===== src/hdl/otp_pkg.sv =====
package otp_pkg;

  localparam int unsigned PAT_W = 24;
  localparam int unsigned REG_W = 16;
  localparam int unsigned INC_W = 4;

  // register indices; byte address is four times the index
  localparam logic [7:0] IDX_XOR_CTRL = 8'h12;
  localparam logic [7:0] IDX_PAT_CTRL = 8'h13;
  localparam logic [7:0] IDX_PAT0_LOW = 8'h14;
  localparam logic [7:0] IDX_PAT_MIX = 8'h15;
  localparam logic [7:0] IDX_PAT1_HIGH = 8'h16;

  localparam logic [15:0] RST_XOR_CTRL = 16'h0002;
  localparam logic [15:0] RST_PAT_CTRL = 16'h0000;
  localparam logic [15:0] RST_PAT0_LOW = 16'h0000;
  localparam logic [15:0] RST_PAT_MIX = 16'h0000;
  localparam logic [15:0] RST_PAT1_HIGH = 16'h0000;

  // field positions
  localparam int unsigned XOR_EN_BIT = 3;
  localparam int unsigned XOR_SRC_BIT = 4;
  localparam int unsigned PAT_EN_BIT = 1;
  localparam int unsigned PAT_MODE_LSB = 2;
  localparam int unsigned RAMP_INC_LSB = 4;

  localparam logic [1:0] MODE_FIXED_A = 2'h0;
  localparam logic [1:0] MODE_FIXED_B = 2'h1;
  localparam logic [1:0] MODE_RAMP = 2'h2;
  localparam logic [1:0] MODE_ALT = 2'h3;

  // pseudo-random source: x^15 + x^14 + 1
  localparam int unsigned PRBS_W = 15;
  localparam logic [14:0] PRBS_SEED = 15'h7fff;

  typedef enum logic [1:0] {SRC_RESULT, SRC_FIXED, SRC_RAMP, SRC_ALT} otp_src_type;

  typedef struct packed {
    logic [PAT_W-1:0] data;
    logic prbsBit;
    logic prbsOn;
  } otp_word_type;

endpackage


===== src/hdl/otp_group_a.sv =====
// Chosen here: register access over AHB-Lite.
`timescale 1ns/10ps
// What this block does
// - xor enable set: xor each conversion result
// - xor enable clear: result passes unchanged
// - xor source ignored while xor disabled
// - source zero: append prbs bit, xor with it
// - source one: xor result with own lsb
// - pattern enable picks result or test pattern
// - mode 0 or 1: first fixed pattern
// - mode 2: digital ramp output
// - mode 3: alternate first and second pattern
// - ramp step is increment field plus one
// - first pattern low 16 bits at 14h
// - first pattern high byte at 15h low
// - second pattern low byte at 15h high
// - second pattern high 16 bits at 16h
module otp_group_a
  import otp_pkg::*;
(
  input wire logic clk,
  input wire logic rst_n,
  input wire logic ce,
  input wire logic hsel,
  input wire logic [31:0] haddr,
  input wire logic [1:0] htrans,
  input wire logic hwrite,
  input wire logic [2:0] hsize,
  input wire logic [31:0] hwdata,
  input wire logic hready,
  output logic [31:0] hrdata,
  output logic hreadyout,
  output logic hresp,
  input wire logic sampleValid,
  output logic sampleReady,
  input wire logic [PAT_W-1:0] sampleData,
  output logic outValid,
  input wire logic outReady,
  output otp_word_type outWord
);

  // register file
  logic [REG_W-1:0] xorCtrl_q;
  logic [REG_W-1:0] patCtrl_q;
  logic [REG_W-1:0] pat0Low_q;
  logic [REG_W-1:0] patMix_q;
  logic [REG_W-1:0] pat1High_q;

  // bus pipeline
  logic wrPend_q;
  logic [7:0] wrIdx_q;
  logic [31:0] hrdata_q;
  logic hreadyout_q;

  // pattern state
  logic [PAT_W-1:0] ramp_q;
  logic rampWas_q;
  logic altPhase_q;
  logic altWas_q;
  logic [PRBS_W-1:0] prbs_q;

  // two-entry buffer
  otp_word_type head_q;
  otp_word_type tail_q;
  logic headValid_q;
  logic tailValid_q;
  logic sampleReady_q;

  // address decode
  wire addrPhase = hsel && htrans[1] && hready;
  wire [7:0] reqIdx = haddr[9:2];
  wire addrInRange = (haddr[31:10] == 22'h000000) && (haddr[1:0] == 2'b00);
  wire wrNow = ce && wrPend_q;

  wire [REG_W-1:0] wrWord = hwdata[REG_W-1:0];
  wire wrXor = wrNow && (wrIdx_q == IDX_XOR_CTRL);
  wire wrPatCtrl = wrNow && (wrIdx_q == IDX_PAT_CTRL);
  wire wrPat0Low = wrNow && (wrIdx_q == IDX_PAT0_LOW);
  wire wrPatMix = wrNow && (wrIdx_q == IDX_PAT_MIX);
  wire wrPat1High = wrNow && (wrIdx_q == IDX_PAT1_HIGH);

  // register view after any write now in its data phase, so a read right
  // behind a write to the same word sees the new value
  wire [REG_W-1:0] xorView = wrXor ? wrWord : xorCtrl_q;
  wire [REG_W-1:0] patCtrlView = wrPatCtrl ? wrWord : patCtrl_q;
  wire [REG_W-1:0] pat0LowView = wrPat0Low ? wrWord : pat0Low_q;
  wire [REG_W-1:0] patMixView = wrPatMix ? wrWord : patMix_q;
  wire [REG_W-1:0] pat1HighView = wrPat1High ? wrWord : pat1High_q;

  wire [REG_W-1:0] rdSel =
    !addrInRange ? 16'h0000 :
    (reqIdx == IDX_XOR_CTRL) ? xorView :
    (reqIdx == IDX_PAT_CTRL) ? patCtrlView :
    (reqIdx == IDX_PAT0_LOW) ? pat0LowView :
    (reqIdx == IDX_PAT_MIX) ? patMixView :
    (reqIdx == IDX_PAT1_HIGH) ? pat1HighView :
    16'h0000;

  // control fields
  wire xorEnable = xorCtrl_q[XOR_EN_BIT];
  wire xorSourceSelect = xorCtrl_q[XOR_SRC_BIT];
  wire patternEnableGroupA = patCtrl_q[PAT_EN_BIT];
  wire [1:0] patternModeGroupA = patCtrl_q[PAT_MODE_LSB +: 2];
  wire [INC_W-1:0] rampIncrement = patCtrl_q[RAMP_INC_LSB +: INC_W];

  // fixed patterns assembled from their register pieces
  wire [PAT_W-1:0] fixedPatternFirstGroupA = {patMix_q[7:0], pat0Low_q};
  wire [PAT_W-1:0] fixedPatternSecondGroupA = {pat1High_q, patMix_q[15:8]};

  // pattern source
  otp_src_type src;
  always_comb
  begin
    src = SRC_RESULT;
    if (patternEnableGroupA)
    begin
      case (patternModeGroupA)
        MODE_FIXED_A: src = SRC_FIXED;
        MODE_FIXED_B: src = SRC_FIXED;
        MODE_RAMP: src = SRC_RAMP;
        MODE_ALT: src = SRC_ALT;
        default: src = SRC_FIXED;
      endcase
    end
  end

  wire rampActive = (src == SRC_RAMP);
  wire altActive = (src == SRC_ALT);
  wire rampEntry = rampActive && !rampWas_q;
  wire altEntry = altActive && !altWas_q;
  wire [PAT_W-1:0] rampNow = rampEntry ? 24'h000000 : ramp_q;
  wire altNow = altEntry ? 1'b0 : altPhase_q;
  wire [PAT_W-1:0] rampStep = {{(PAT_W-INC_W){1'b0}}, rampIncrement} + 24'h000001;

  // xor of the conversion result
  wire prbsBit = prbs_q[PRBS_W-1];
  wire xorBit = xorSourceSelect ? sampleData[0] : prbsBit;
  wire [PAT_W-1:0] xorResult = sampleData ^ {PAT_W{xorBit}};
  wire [PAT_W-1:0] resultOut = xorEnable ? xorResult : sampleData;
  wire prbsAppend = xorEnable && !xorSourceSelect;

  otp_word_type newWord;
  always_comb
  begin
    newWord.prbsBit = 1'b0;
    newWord.prbsOn = 1'b0;
    case (src)
      SRC_RESULT:
      begin
        newWord.data = resultOut;
        newWord.prbsOn = prbsAppend;
        newWord.prbsBit = prbsAppend ? prbsBit : 1'b0;
      end
      SRC_FIXED: newWord.data = fixedPatternFirstGroupA;
      SRC_RAMP: newWord.data = rampNow;
      SRC_ALT: newWord.data = altNow ? fixedPatternSecondGroupA : fixedPatternFirstGroupA;
      default: newWord.data = sampleData;
    endcase
  end

  // buffer handshakes
  wire push = sampleValid && sampleReady_q;
  wire pop = headValid_q && outReady;

  logic headValid_d;
  logic tailValid_d;
  otp_word_type head_d;
  otp_word_type tail_d;
  always_comb
  begin
    headValid_d = headValid_q;
    tailValid_d = tailValid_q;
    head_d = head_q;
    tail_d = tail_q;
    if (tailValid_q)
    begin
      if (pop)
      begin
        head_d = tail_q;
        tailValid_d = 1'b0;
      end
    end
    else if (headValid_q)
    begin
      if (pop && push)
        head_d = newWord;
      else if (pop)
        headValid_d = 1'b0;
      else if (push)
      begin
        tail_d = newWord;
        tailValid_d = 1'b1;
      end
    end
    else if (push)
    begin
      head_d = newWord;
      headValid_d = 1'b1;
    end
  end

  // prbs next state
  wire [PRBS_W-1:0] prbsNext = {prbs_q[PRBS_W-2:0], prbs_q[14] ^ prbs_q[13]};

  // registers; reserved bits are stored as written, software keeps them
  always_ff @(posedge clk)
  begin
    if (!rst_n)
    begin
      xorCtrl_q <= RST_XOR_CTRL;
      patCtrl_q <= RST_PAT_CTRL;
      pat0Low_q <= RST_PAT0_LOW;
      patMix_q <= RST_PAT_MIX;
      pat1High_q <= RST_PAT1_HIGH;
    end
    else
    begin
      xorCtrl_q <= xorView;
      patCtrl_q <= patCtrlView;
      pat0Low_q <= pat0LowView;
      patMix_q <= patMixView;
      pat1High_q <= pat1HighView;
    end
  end

  // bus slave: zero wait states, always OKAY
  always_ff @(posedge clk)
  begin
    if (!rst_n)
    begin
      wrPend_q <= 1'b0;
      wrIdx_q <= 8'h00;
      hrdata_q <= 32'h00000000;
      hreadyout_q <= 1'b0;
    end
    else if (ce)
    begin
      hreadyout_q <= 1'b1;
      wrPend_q <= addrPhase && hwrite && addrInRange;
      wrIdx_q <= reqIdx;
      if (addrPhase && !hwrite)
        hrdata_q <= {16'h0000, rdSel};
    end
  end

  // pattern sequencing, advances once per accepted sample
  always_ff @(posedge clk)
  begin
    if (!rst_n)
    begin
      ramp_q <= 24'h000000;
      rampWas_q <= 1'b0;
      altPhase_q <= 1'b0;
      altWas_q <= 1'b0;
      prbs_q <= PRBS_SEED;
    end
    else if (ce)
    begin
      rampWas_q <= rampActive;
      altWas_q <= altActive;
      if (rampEntry)
        ramp_q <= push ? rampStep : 24'h000000;
      else if (push && rampActive)
        ramp_q <= ramp_q + rampStep;
      if (altEntry)
        altPhase_q <= push;
      else if (push && altActive)
        altPhase_q <= !altPhase_q;
      if (push)
        prbs_q <= prbsNext;
    end
  end

  // two-entry buffer
  always_ff @(posedge clk)
  begin
    if (!rst_n)
    begin
      head_q <= '0;
      tail_q <= '0;
      headValid_q <= 1'b0;
      tailValid_q <= 1'b0;
      sampleReady_q <= 1'b0;
    end
    else if (ce)
    begin
      head_q <= head_d;
      tail_q <= tail_d;
      headValid_q <= headValid_d;
      tailValid_q <= tailValid_d;
      sampleReady_q <= !tailValid_d;
    end
  end

  assign hrdata = hrdata_q;
  assign hreadyout = hreadyout_q;
  assign hresp = 1'b0;
  assign sampleReady = sampleReady_q;
  assign outValid = headValid_q;
  assign outWord = head_q;

endmodule


===== config.mk =====
export PLATFORM = sky130hd
export DESIGN_NAME = otp_group_a
export DESIGN_NICKNAME = d
export VERILOG_FILES = /design/src/hdl/otp_pkg.sv /design/src/hdl/otp_group_a.sv
export SDC_FILE = /design/constraint.sdc
export NUM_CORES = 1
export LEC_CHECK = 0
export ABC_AREA = 1
export BUFFER_PORTS_ARGS = -buffer_cell sky130_fd_sc_hd__clkbuf_2
export CORE_MARGIN = 4
export CORE_UTILIZATION = 25
export CTS_CLUSTER_DIAMETER = 150
export DETAILED_ROUTE_END_ITERATION = 12
export GPL_ROUTABILITY_DRIVEN = 0
export PLACE_DENSITY = 0.47
export SYNTH_ARGS = -nofsm -noshare
export SYNTH_HDL_FRONTEND = slang
export SYNTH_SLANG_ARGS = --single-unit
export TNS_END_PERCENT = 50

===== constraint.sdc =====
create_clock -name clk -period 3.8 [get_ports clk]
set_clock_uncertainty 0.1 [all_clocks]
set_input_delay 0.76 -clock clk [delete_from_list [all_inputs] [get_ports clk]]
set_output_delay 0.76 -clock clk [all_outputs]
set_load 0.005 [all_outputs]

==> key figures <==
Finish
  – Final nets: 1853
  – Fillcell total: 4857
  – Final core utilization: 0.298
  – Non-Filler Instances: 2344
  – Most frequent cells in the layout: 440 x nand2_1, 203 x dfxtp_1, 184 x a21oi_1, 142 x nor2_1, 139 x inv_1
  – Reg area: 0.00406 mm2
  – Multi-input logic area: 0.00583 mm2
  – Area Growth Syn to Fin: 17.2%
  – Final instance area: 0.0128 mm2
  – Commonest non-fill, non-tap cell in the layout: nand2_1
  – Antenna Cells: 0
  – Layout cells sized above 1: 0.143

Yosys
  – Mapped Cells: 1651
  – Seq/Total Area, Yosys: 0.371
  – Post-synth ARST share: 0
  – Synth Cell Area: 0.0110 mm2
  – Seq cells post-synth: 203
  – Syn Area/Cell: 6.64 um2
  – Yosys top cell by area: dfxtp_1
  – EDFF count, synth: 0
  – Yosys warnings: 0
  – Top post-synthesis cells by area: dfxtp_1 37%, nand2_1 15%, a21oi_1 8.4%, nand3_1 5.8%, nor2_1 4.9%
  – Synth cell types: 45
  – Main flop type after synthesis: dfxtp_1
  – Area share of the largest cell type after synthesis: 0.371

Global routing
  – Largest net degree at the start of global routing: 60
  – Number of global-route vias before repair: 10100
  – Initial antenna violation count: 0
  – Tot GR Track Use: 0.151
  – Overflow after GRT: 0
  – First-pass GRT wire length: 57900 um

Power and ir drop
  – Lkg Pwr: 5.79 nW
  – Max VDD drop: 0.239 mV
  – PD cells: 375 mW/mm2

Timing
  – Setup violators final: 0
  – Hold slack: 352 ps
  – Period utilization: 0.710
  – Tmin final: 2700 ps
  – Setup TNS: 0 ps
  – Final Slew Violations: 0
  – RSZ-0062 raised after global routing: false
  – Transition time of the tightest slew-check pin: 894 ps
  – Fmax: 371 MHz
  – Rel. slew slack: 0.403
  – Final hold vios: 0

Critical path
  – CP startpoint kind: flop
  – Crit. End Element: flop
  – CP required: 4120 ps
  – Worst EP arrival: 3020 ps
  – Max FO, Critical Path: 6
  – Kind of critical path: reg2reg

Placed design
  – Post-DP HPWL: 27200 um
  – Dpl cells: 2303
  – IO buf count: 125
  – Placed cell areas: 0.0121 mm2

Worst hold path
  – Worst min path class: reg2reg

Detailed routing
  – DRT Pass-1 Iters: 5
  – Drt total wl: 36600 um
  – Drt via density: 4.57
  – ANT nets after route: 0
  – Drc violations: 0
  – Detailed-route via count: 10700
  – DR WL/cell: 15.6 um
  – Initial DRC Count: 702

Clock tree
  – CTS tree: built
  – H-tree levels: 1
  – TritonCTS Sinks: 203
  – CTS Buf Count: 25
  – Worst-path clk slew: 60 ps
  – Post-CTS setup buffer count: 0
  – Hold_buf cts: 0
  – # resized after CTS: 0
  – Clock latency at the later pin of the worst-skew pair: 530 ps
  – Root buffer cell: clkbuf_16
  – Clock tree buffer depth: 3

Floorplanning
  – # IOs: 163
  – Die area: 0.0473 mm2
  – # rows: 76
  – Die span in y: 217 um
  – Starting Density: 0.254
  – Core Area: 0.0432 mm2
  – Die X: 217 um

Outcome
  – Outcome: complete, no violations

Run
  – Max_cap viols: 0
[cell families after synthesis]
| group | count (synthesis) | share of synthesized area |
|---|---|---|
| adder cells (fa/ha/maj) | 7 | 0.00867 |
| AND/OR/NAND/NOR | 817 | 0.328 |
| other | 1 | 0.000342 |
| flip-flops | 203 | 0.371 |
| AO/OA/AOI/OAI | 335 | 0.167 |
| buffers and inverters | 261 | 0.104 |
| XOR/XNOR | 27 | 0.0216 |
[critical path, stage by stage, from the launching register on]
cell and delay (ps):
dfxtp_1 380, ha_1 250, xor2_1 160, ha_1 410
a21oi_1 120, nand2_1 120, inv_1 80, o21ai_1 280
nand2_1 190, nor2_2 240, nand4_1 120, nand2_1 70
nor2_1 50
[flip-flops by register name (all words and copies together), names as in the netlist]
register / flops
prbs_q: 15
altPhase_q: 1
rampWas_q: 1
outValid: 1
hrdata: 16
sampleReady: 1
xorCtrl_q: 16
tail_q: 26
patMix_q: 16
pat0Low_q: 16
tailValid_q: 1
hreadyout: 1
pat1High_q: 16
altWas_q: 1
wrIdx_q: 8
ramp_q: 24
patCtrl_q: 16
outWord: 26
wrPend_q: 1
[power breakdown]
part | internal [W] | switching, W
sequential | 0.00216 | 0.0000207
clock | 0.00137 | 0.000935
combinational | 0.000109 | 0.000214
[per-layer routing]
layer,track usage,vias to the layer above,share of wire
met2,0.242,270,0.44
met3,0.0214,37,0.051
met5,0,-,0
met1,0.217,4840,0.49
met4,0.0314,0,0.022
li1,-,5555,-
[synth_stat cells, types with 15 or more instances]
library cell / n
buf_4: 24
xnor2_1: 25
o211ai_1: 23
nand2_1: 440
inv_1: 139
dfxtp_1: 203
nand4_1: 56
nor2_1: 142
o21ai_1: 15
clkbuf_1: 47
o21ai_0: 85
nor2_2: 16
nand3_1: 127
buf_2: 22
a21oi_1: 184
[stage by stage]
step	setup WS [ps]	power, W
5_1_grt	867	0.00501
6_report	1100	0.00481
3_5_place_dp	786	0.00255
4_1_cts	1130	0.00489
2_1_floorplan	1610	0.00242
3_3_place_gp	801	0.00255
[path summary, 6_finish.rpt]
kind / end / slack [ps] / startpoint / cells after the start
max: ramp_q[15] / 1100 / patCtrl_q[4] / 12
min reg2reg: prbs_q[1] / 350 / prbs_q[1] / 2
min: prbs_q[1] / 350 / prbs_q[1] / 2
max reg2reg: ramp_q[15] / 1100 / patCtrl_q[4] / 12
[cell type report]
class,count,share of cell area
clock inverter,9,0.00789
tap,585,0.0570
timing repair buffer,154,0.0666
clock buffer,32,0.0523
sequential,203,0.316
multi-input combinational,1203,0.454
inverter,158,0.0463
Power figures use the tool's default switching activity.
